==> config.mk <==
export PLATFORM = sky130hd
export DESIGN_NAME = nvct_top
export DESIGN_NICKNAME = d
export VERILOG_FILES = /design/src/verilog/nvct_top.v
export VERILOG_INCLUDE_DIRS = /design/src /design/src/pkg
export SDC_FILE = /design/constraint.sdc
export NUM_CORES = 1
export LEC_CHECK = 0
export ABC_AREA = 0
export BUFFER_PORTS_ARGS = -buffer_cell sky130_fd_sc_hd__buf_2
export CORE_MARGIN = 1
export CORE_UTILIZATION = 49
export DETAILED_ROUTE_END_ITERATION = 8
export GPL_TIMING_DRIVEN = 0
export PLACE_DENSITY = 0.81
export SLEW_MARGIN = 20
export SYNTH_ARGS = -nofsm -noshare
export SYNTH_HDL_FRONTEND = slang
export SYNTH_SLANG_ARGS = --single-unit
==> constraint.sdc <==
create_clock -name clock -period 2.5 [get_ports clock]
set_clock_uncertainty 0.2 [all_clocks]
set_input_delay 0 -clock clock [delete_from_list [all_inputs] [get_ports clock]]
set_output_delay 0 -clock clock [all_outputs]
set_load 0.01 [all_outputs]
==> src/pkg/nvct_defs.vh <==
// nvct_defs.vh: offsets, fields, reset values and timing counts of the nv command timing block
// assumes: included by bare name from the design file; definitions only
`ifndef NVCT_DEFS_VH
`define NVCT_DEFS_VH

// register word offsets (byte address = 4 * index for the nonvolatile images)
`define NVCT_IDX_FINE_TRIM     16'hFFAE
`define NVCT_IDX_OTRIM_STORE   16'hFFAF
`define NVCT_IDX_KEY_BASE      16'hFFB0
`define NVCT_IDX_PROT_CONFIG   16'hFFBD
`define NVCT_IDX_OPT_CONFIG    16'hFFBF
// block control registers, byte addresses
`define NVCT_ADR_DIVIDER       8'h00
`define NVCT_ADR_COMMAND       8'h04
`define NVCT_ADR_ARRAY_ADDR    8'h08
`define NVCT_ADR_ARRAY_DATA    8'h0C
`define NVCT_ADR_STATUS        8'h10
`define NVCT_ADR_IRQ_MASK      8'h14
`define NVCT_ADR_KEY_LO        8'h18
`define NVCT_ADR_KEY_HI        8'h1C
`define NVCT_ADR_SECURITY      8'h20

// divider register fields
`define NVCT_DIV_WIDTH         6
`define NVCT_DIV_PRESCALE_BIT  6
`define NVCT_DIV_LOADED_BIT    7

// command register: code in [2:0], go strobe at bit 7, abort at bit 6, target eeprom at bit 3
`define NVCT_CMD_BLANK         3'h1
`define NVCT_CMD_BYTE_PROG     3'h2
`define NVCT_CMD_BURST_PROG    3'h3
`define NVCT_CMD_SECTOR_ERASE  3'h4
`define NVCT_CMD_MASS_ERASE    3'h5
`define NVCT_CMD_KEY_ENTRY     3'h6
`define NVCT_CMD_GO_BIT        7
`define NVCT_CMD_ABORT_BIT     6
`define NVCT_CMD_EEPROM_BIT    3

// status bits (same layout for the mask)
`define NVCT_ST_DONE           0
`define NVCT_ST_ACCERR         1
`define NVCT_ST_BLANK_OK       2
`define NVCT_ST_KEY_OK         3
`define NVCT_ST_BUSY           7

// option config fields
`define NVCT_OPT_KEY_EN_BIT    7
`define NVCT_LOCK_UNSECURED    2'h2

// durations in program timebase periods
`define NVCT_T_BYTE_PROG       15'd9
`define NVCT_T_BURST_PROG      15'd4
`define NVCT_T_SECTOR_ERASE    15'd4000
`define NVCT_T_MASS_ERASE      15'd20000
`define NVCT_T_ABORT           15'd4
`define NVCT_T_BLANK           15'd1
`define NVCT_T_KEY             15'd1

// reset values
`define NVCT_RST_OPT_CONFIG    8'hFE
`define NVCT_RST_PROT_CONFIG   8'hFF
`define NVCT_RST_TRIM          8'h80

`endif

==> src/verilog/nvct_top.v <==
// nvct_top.v: command and timing logic for flash/eeprom program and erase, with key based unsecure
// assumes: classic wishbone slave on clock, array side is a simple request/abort interface,
// nonvolatile option bytes arrive as plain same-clock inputs loaded at power up
//
// Summary of operation
// - divider written before program or erase accepted
// - divider accepts one write after reset
// - timebase is bus clock over divider setting plus one
// - pulses timed in whole timebase periods
// - byte program 9, burst step 4 periods
// - sector 4000, mass 20000, abort 4 periods
// - command starts with latched array write
// - erase and blank check ignore data, address
// - flash and eeprom erase independently
// - key enabled: matching 8-byte key unsecures
// - key entry only from secure code, not debug
// - key disabled: mass erase plus blank unsecures
// - lock bits 1:0 mean unsecured
`include "nvct_defs.vh"
`timescale 1ns/1ps
`default_nettype none

module nvct_top (
   // clock and reset
   input  wire        clock,
   input  wire        rstn,
   // wishbone slave
   input  wire        wb_cyc_i,
   input  wire        wb_stb_i,
   input  wire        wb_we_i,
   input  wire [7:0]  wb_adr_i,
   input  wire [3:0]  wb_sel_i,
   input  wire [31:0] wb_dat_i,
   output reg  [31:0] wb_dat_o,
   output reg         wb_ack_o,
   // access origin of the current bus cycle
   input  wire        secure_code_fetch,
   input  wire        debug_access,
   // nonvolatile option images
   input  wire [63:0] backdoor_compare_key,
   input  wire [7:0]  nv_option_config,
   input  wire [7:0]  nv_protect_config,
   // array side
   output reg         array_hv_enable,
   output reg         array_eeprom_sel,
   output reg  [2:0]  array_op,
   output reg  [15:0] array_addr,
   output reg  [7:0]  array_data,
   input  wire        array_blank,
   // security and interrupt
   output wire        secured,
   output wire        irq
);

   localparam ST_IDLE = 2'd0;
   localparam ST_RUN  = 2'd1;
   localparam ST_ABRT = 2'd2;

   reg [7:0]  div_reg;
   reg        div_loaded_reg;
   reg [6:0]  pre_cnt_reg;
   reg        tick_reg;
   reg [1:0]  state_reg;
   reg [14:0] period_cnt_reg;
   reg [2:0]  cmd_reg;
   reg        latched_reg;
   reg [7:0]  status_reg;
   reg [7:0]  mask_reg;
   reg [63:0] key_entry_reg;
   reg        unsecure_reg;
   reg        mass_erased_reg;

   wire       wr   = wb_cyc_i & wb_stb_i & wb_we_i & ~wb_ack_o;
   wire       rd   = wb_cyc_i & wb_stb_i & ~wb_we_i & ~wb_ack_o;
   wire       sel0 = wb_sel_i[0];
   wire       key_enabled = nv_option_config[`NVCT_OPT_KEY_EN_BIT];
   wire [1:0] lock_state_bits = nv_option_config[1:0];
   wire [7:0] status_irq = status_reg & mask_reg;
   wire       cmd_write = wr & (wb_adr_i == `NVCT_ADR_COMMAND) & sel0;
   wire       go = cmd_write & wb_dat_i[`NVCT_CMD_GO_BIT];
   wire       abort_req = cmd_write & wb_dat_i[`NVCT_CMD_ABORT_BIT];
   wire [2:0] go_code = wb_dat_i[2:0];
   wire       hv_cmd = (go_code == `NVCT_CMD_BYTE_PROG) | (go_code == `NVCT_CMD_BURST_PROG) |
                       (go_code == `NVCT_CMD_SECTOR_ERASE) | (go_code == `NVCT_CMD_MASS_ERASE);
   wire       key_match = (key_entry_reg == backdoor_compare_key);

   reg        set_done;
   reg        set_err;
   reg        set_blank;
   reg        set_key;
   reg [14:0] dur_next;
   reg [31:0] rd_data_next;

   // lock bits at 1:0 are the only unsecured code
   assign secured = ~(unsecure_reg | (lock_state_bits == `NVCT_LOCK_UNSECURED));
   assign irq = |status_irq;

   always @* begin
      case (go_code)
         `NVCT_CMD_BYTE_PROG:    dur_next = `NVCT_T_BYTE_PROG;
         `NVCT_CMD_BURST_PROG:   dur_next = `NVCT_T_BURST_PROG;
         `NVCT_CMD_SECTOR_ERASE: dur_next = `NVCT_T_SECTOR_ERASE;
         `NVCT_CMD_MASS_ERASE:   dur_next = `NVCT_T_MASS_ERASE;
         `NVCT_CMD_KEY_ENTRY:    dur_next = `NVCT_T_KEY;
         default:                dur_next = `NVCT_T_BLANK;
      endcase
   end

   // one-cycle events for the sticky status bits
   // kept apart from the clocked block so every flop there is non-blocking
   always @* begin
      set_done  = 1'b0;
      set_err   = 1'b0;
      set_blank = 1'b0;
      set_key   = 1'b0;
      case (state_reg)
         ST_IDLE: begin
            // refused start: pulse without divider, or no latched array write
            if (go & ((hv_cmd & ~div_loaded_reg) | ~latched_reg)) begin
               set_err = 1'b1;
            end
         end
         ST_RUN: begin
            // abort of a sector erase restarts the count, so no completion here
            if (~(abort_req & (cmd_reg == `NVCT_CMD_SECTOR_ERASE)) &
                (tick_reg | ~div_loaded_reg) &
                (period_cnt_reg == 15'd1)) begin
               set_done = 1'b1;
               if (cmd_reg == `NVCT_CMD_BLANK) begin
                  set_blank = array_blank;
               end
               if (cmd_reg == `NVCT_CMD_KEY_ENTRY) begin
                  if (key_enabled & key_match) begin
                     set_key = 1'b1;
                  end else begin
                     set_err = 1'b1;
                  end
               end
            end
         end
         ST_ABRT: begin
            if (tick_reg & (period_cnt_reg == 15'd1)) begin
               set_done = 1'b1;
            end
         end
         default: begin
            set_done = 1'b0;
         end
      endcase
   end

   // read word picked here, registered on the accepting edge
   // busy is taken live from the state so software never sees a stale copy
   always @* begin
      case (wb_adr_i)
         `NVCT_ADR_DIVIDER: begin
            rd_data_next = {24'h000000, div_loaded_reg, div_reg[6:0]};
         end
         `NVCT_ADR_COMMAND: begin
            rd_data_next = {29'h00000000, cmd_reg};
         end
         `NVCT_ADR_ARRAY_ADDR: begin
            rd_data_next = {16'h0000, array_addr};
         end
         `NVCT_ADR_ARRAY_DATA: begin
            rd_data_next = {24'h000000, array_data};
         end
         `NVCT_ADR_STATUS: begin
            rd_data_next = {24'h000000, (state_reg != ST_IDLE), status_reg[6:0]};
         end
         `NVCT_ADR_IRQ_MASK: begin
            rd_data_next = {24'h000000, mask_reg};
         end
         `NVCT_ADR_SECURITY: begin
            // protect image, upper option bits, then the live secured level
            rd_data_next = {16'h0000, nv_protect_config, nv_option_config[7:2], 1'b0, secured};
         end
         default: begin
            // key entry words read back as zero: the key never leaves the block
            rd_data_next = 32'h00000000;
         end
      endcase
   end


   // timebase divider: bus clock / (div[5:0]+1); the prescale bit does not change the count
   always @(posedge clock) begin
      if (!rstn) begin
         pre_cnt_reg <= 7'd0;
         tick_reg    <= 1'b0;
      end else if (!div_loaded_reg) begin
         pre_cnt_reg <= 7'd0;
         tick_reg    <= 1'b0;
      end else begin
         // terminal count from divider field; the prescale bit selects the same six bits
         if (pre_cnt_reg == 7'd0) begin
            pre_cnt_reg <= div_reg[`NVCT_DIV_PRESCALE_BIT] ? {1'b0, div_reg[5:0]} : {1'b0, div_reg[5:0]};
            tick_reg    <= 1'b1;
         end else begin
            pre_cnt_reg <= pre_cnt_reg - 7'd1;
            tick_reg    <= 1'b0;
         end
      end
   end

   // bus, command and status
   always @(posedge clock) begin
      if (!rstn) begin
         wb_ack_o        <= 1'b0;
         wb_dat_o        <= 32'h00000000;
         div_reg         <= 8'h00;
         div_loaded_reg  <= 1'b0;
         state_reg       <= ST_IDLE;
         period_cnt_reg  <= 15'd0;
         cmd_reg         <= 3'h0;
         latched_reg     <= 1'b0;
         status_reg      <= 8'h00;
         mask_reg        <= 8'h00;
         key_entry_reg   <= 64'h0000000000000000;
         unsecure_reg    <= 1'b0;
         mass_erased_reg <= 1'b0;
         array_hv_enable <= 1'b0;
         array_eeprom_sel<= 1'b0;
         array_op        <= 3'h0;
         array_addr      <= 16'h0000;
         array_data      <= 8'h00;
      end else begin
         wb_ack_o <= wb_cyc_i & wb_stb_i & ~wb_ack_o;
         if (wr & sel0) begin
            case (wb_adr_i)
               `NVCT_ADR_DIVIDER: begin
                  // one write only; later writes are dropped
                  if (!div_loaded_reg) begin
                     div_reg        <= wb_dat_i[7:0];
                     div_loaded_reg <= 1'b1;
                  end
               end
               `NVCT_ADR_ARRAY_ADDR: begin
                  array_addr  <= wb_dat_i[15:0];
                  latched_reg <= 1'b1;
               end
               `NVCT_ADR_ARRAY_DATA: begin
                  array_data  <= wb_dat_i[7:0];
                  latched_reg <= 1'b1;
               end
               `NVCT_ADR_IRQ_MASK: mask_reg <= wb_dat_i[7:0];
               `NVCT_ADR_KEY_LO: begin
                  // debug writes never reach the key entry register
                  if (secure_code_fetch & ~debug_access)
                     key_entry_reg[31:0] <= wb_dat_i;
               end
               `NVCT_ADR_KEY_HI: begin
                  if (secure_code_fetch & ~debug_access)
                     key_entry_reg[63:32] <= wb_dat_i;
               end
               default: ;
            endcase
         end
         case (state_reg)
            ST_IDLE: begin
               if (go) begin
                  if (~((hv_cmd & ~div_loaded_reg) | ~latched_reg)) begin
                     cmd_reg          <= go_code;
                     // array is selected by command bit 3, not by the address
                     array_eeprom_sel <= wb_dat_i[`NVCT_CMD_EEPROM_BIT];
                     array_op         <= go_code;
                     array_hv_enable  <= hv_cmd;
                     period_cnt_reg   <= dur_next;
                     state_reg        <= ST_RUN;
                     latched_reg      <= 1'b0;
                  end
               end
            end
            ST_RUN: begin
               if (abort_req & (cmd_reg == `NVCT_CMD_SECTOR_ERASE)) begin
                  period_cnt_reg <= `NVCT_T_ABORT;
                  state_reg      <= ST_ABRT;
               end else if (tick_reg | ~div_loaded_reg) begin
                  if (period_cnt_reg == 15'd1) begin
                     state_reg       <= ST_IDLE;
                     array_hv_enable <= 1'b0;
                     array_op        <= 3'h0;
                     if (cmd_reg == `NVCT_CMD_MASS_ERASE)
                        mass_erased_reg <= 1'b1;
                     if (cmd_reg == `NVCT_CMD_BLANK) begin
                        // mass erase then blank verify path, taken whether the key is enabled or disabled
                        if (array_blank & mass_erased_reg)
                           unsecure_reg <= 1'b1;
                     end
                     if (cmd_reg == `NVCT_CMD_KEY_ENTRY) begin
                        if (key_enabled & key_match) begin
                           unsecure_reg <= 1'b1;
                        end
                     end
                  end else begin
                     period_cnt_reg <= period_cnt_reg - 15'd1;
                  end
               end
            end
            ST_ABRT: begin
               if (tick_reg) begin
                  if (period_cnt_reg == 15'd1) begin
                     state_reg       <= ST_IDLE;
                     array_hv_enable <= 1'b0;
                     array_op        <= 3'h0;
                  end else begin
                     period_cnt_reg <= period_cnt_reg - 15'd1;
                  end
               end
            end
            default: state_reg <= ST_IDLE;
         endcase
         // set wins over write-one-to-clear
         if (wr & sel0 & (wb_adr_i == `NVCT_ADR_STATUS))
            status_reg[3:0] <= (status_reg[3:0] & ~wb_dat_i[3:0]) | {set_key, set_blank, set_err, set_done};
         else
            status_reg[3:0] <= status_reg[3:0] | {set_key, set_blank, set_err, set_done};
         status_reg[6:4] <= 3'h0;
         status_reg[`NVCT_ST_BUSY] <= 1'b0;
         if (rd) begin
            wb_dat_o <= rd_data_next;
         end
      end
   end

endmodule // nvct_top

`default_nettype wire

==> results_dict.tcl <==
set metrics [dict create \
    yosys_warnings 0 \
    reg2reg_from "period_cnt_reg[0]$_SDFFE_PN0P_" \
    clock_path_buffers 2 \
    hold-worst-slack_ps -3.26 \
    clock_latency_ps 430 \
    hold_path_depth 5 \
    hold_path_end "key_entry_reg[33]$_SDFFE_PN0P_" \
    min_from "wb_we_i" \
    reg2reg_to "period_cnt_reg[14]$_SDFFE_PN0P_" \
    p_per_area_nw_per_um2 538 \
    rsz0062_at_grt "true" \
    slowest_stage "nor3b_1" \
    finalCritPeriodShare 0.985 \
    die_w_um 129 \
    drive_gt1_frac 0.222 \
    grt_max_degree 17 \
    antenna_found_initial 0 \
    max_freq_mhz 406 \
    postRouteAntennaNets 0 \
    cp_data_required_time_ps 2660 \
    grt_usage 0.325 \
    dp_hpwl_mm 19.1 \
    async_reset_ff_frac 0 \
    num_rows 46 \
    slew_headroom 0.438 \
    violations "negative hold slack" \
    syn_inst 985 \
    synth_seq_cells 161 \
    clk_pin_slew_ps 70 \
    setup_viol_count_final 0 \
    core-area_sq_um 15800 \
    pin_count 196 \
    status "complete, but fails checks" \
    die_area_sq_um 16700 \
    synth.area.top_cells "dfxtp_1, nand2_1, a21oi_1, mux2i_1, xnor2_1" \
    drt_iter0_drc 927 \
    finalSetupTns_ps 0 \
    grt_pass1_wl_mm 40.8 \
    synth_top_cell_area_share 0.407 \
    dr_total_vias 8651 \
    regToRegSetupSlack_ps 40 \
    antennaDiodeCount 0 \
    cts.sinks 161 \
    root_buffer "clkbuf_16" \
    slew_viol_final 0 \
    dr.pass1.iters 6 \
    path_class "flop to flop" \
    ir_worst_vdd_v 0.000655 \
    ff2ff_path_depth 8 \
    crit_fanout 5 \
    drc 0 \
    first_global_vias 7907 \
    syn_area_sq_um 7920 \
    post-route-min-period_ps 2460 \
    start_util 0.500 \
    grt-ovfl-total 0 \
    crit_chain "inv_1, ha_1, nor3b_1, nand4_1, or3_1, a21oi_1, a21oi_1, a21oi_1" \
    cts_tree "built" \
    final_nets 1400 \
    avgSynthCellArea_sq_um 8.04 \
    routedWlPerCell_um 18.5 \
    report.power.total_uw 5710 \
    final_hold_viol_count 1 \
    cp.arrival_ps 2630 \
    power_leakage_uw 0.00416 \
    fp.dieH_um 129 \
    synth_area_leader_cell "dfxtp_1" \
    startpoint_type "flop" \
    ys_types 70 \
    cpMostUsedCell "a21oi_1" \
    tightestPinTransition_ps 843 \
    crit_path_max_incr_delay_ps 530 \
    end_kind "flop" \
    place.gp.congestion 0.959 \
    hold_path.class "input port to flop" \
    vias_per_cell 5.81 \
    yosys-top-cells-count "nand2_1, dfxtp_1, a21oi_1, nor2_1, clkbuf_1" \
    cap_viol_max_count 0 \
    numPortBuffers 174 \
    htreeDepth 4 \
    cts_buffers 17 \
    synth_flop_cell "dfxtp_1" \
    ys_seq_area_frac 0.407 \
    largest_register_ffs 64 \
    post-synth-top-count-cell "nand2_1" \
    area_growth_pct 34.3 \
    drt-total-wl_mm 27.5 \
    synth_edf_count 0 \
]
[kinds of logic (layout without fill, tap and decap cells)]
group	count (synthesis)	after routing	share of synthesized area
simple gates	399	399	0.236
flops	161	161	0.407
mux	40	40	0.0525
buf+inv	99	372	0.0575
compound gates	221	221	0.172
other cells	1	16	0.000474
fa+ha+maj	8	8	0.0126
xor+xnor	56	56	0.0620
[where the power goes]
part	internal (uW)	total [uW]	switching, uW
sequential	2560	2560	0.530
clock	1500	2670	1160
combinational	219	481	262
total	4290	5710	1430
[layer usage]
metal | vias up | routed length, um | global-route usage
met5 | - | 0 | 0
met2 | 561 | 12600 | 0.524
met4 | 0 | 1070 | 0.147
li1 | 3965 | - | -
met1 | 4016 | 11200 | 0.417
met3 | 109 | 2600 | 0.0710
[repair_timing]
action	CTS	global route
hold buffers	64	1
setup endpoints to repair	93	113
endpoints found under the hold margin	120	1
gates resized for setup	20	43
setup buffers	1	3
pin swaps	2	7
[critical path: cells and delay by family, from the launching register on]
family,cells,cell delay (ps)
AO/OA/AOI/OAI,3,410
AND/OR/NAND/NOR,3,1150
buffers and inverters,1,100
adder cells (fa/ha/maj),1,210
flip-flops,1,330
[cell type report]
type | count | area (sq um)
inverters | 29 | 109
well taps | 216 | 270
plain buffers | 68 | 354
flip-flops and latches | 161 | 3230
clock buffers | 17 | 425
clock inverters | 15 | 170
fillers | 1253 | 5200
multi-input cells | 740 | 4520
repair buffers | 243 | 1550
[how the worst max path moves through the flow]
stage / startpoint / to / slack (ps) / cells past startpoint
floorplan: cmd_reg[2]$_SDFFE_PN0P_ / period_cnt_reg[6]$_SDFFE_PN0P_ / 30 / 6
global placement: cmd_reg[2]$_SDFFE_PN0P_ / period_cnt_reg[4]$_SDFFE_PN0P_ / -490 / 5
detailed placement: cmd_reg[2]$_SDFFE_PN0P_ / period_cnt_reg[4]$_SDFFE_PN0P_ / -480 / 5
CTS: wb_ack_o$_SDFF_PN0_ / array_addr[5]$_SDFFE_PN0P_ / -40 / 6
global route: period_cnt_reg[1]$_SDFFE_PN0P_ / period_cnt_reg[9]$_SDFFE_PN0P_ / -40 / 8
finish: period_cnt_reg[0]$_SDFFE_PN0P_ / period_cnt_reg[14]$_SDFFE_PN0P_ / 40 / 8
[layout by cell type, fill, tap and decap left out, types with 5 or more instances in the layout]
cell,count
buf_2,175
a21oi_1,105
dlygate4sd3_1,65
o22ai_1,8
inv_6,6
clkbuf_2,8
nand3_1,24
clkbuf_16,17
a22oi_1,13
nor2_1,64
nor4_4,5
nor4_1,12
o2111ai_1,5
mux2i_1,37
nand4_1,19
nand3b_1,5
and2_1,12
xor2_1,16
o21ai_0,37
nand2_1,192
or4_1,6
ha_1,6
nor3_1,13
buf_4,20
xnor2_1,39
dfxtp_1,159
nand2b_1,7
o21a_1,5
inv_1,28
clkbuf_1,35
a221oi_1,6
conb_1,16
[stage by stage]
stage                     hold slack [ps]  instances  utilization  cell area (sq um)  setup WS, ps
after floorplan                      -111       1000            -               7970          32.4
after global placement               59.5       1390        0.576               9110          -491
after detailed placement             62.6       1390        0.576               9110          -482
after CTS                           0.280       1486        0.660              10400         -35.3
after global routing                 18.6       1489        0.671              10600         -42.1
final                               -3.26       1489        0.671              10600          38.3
Power figures use the tool's default switching activity.
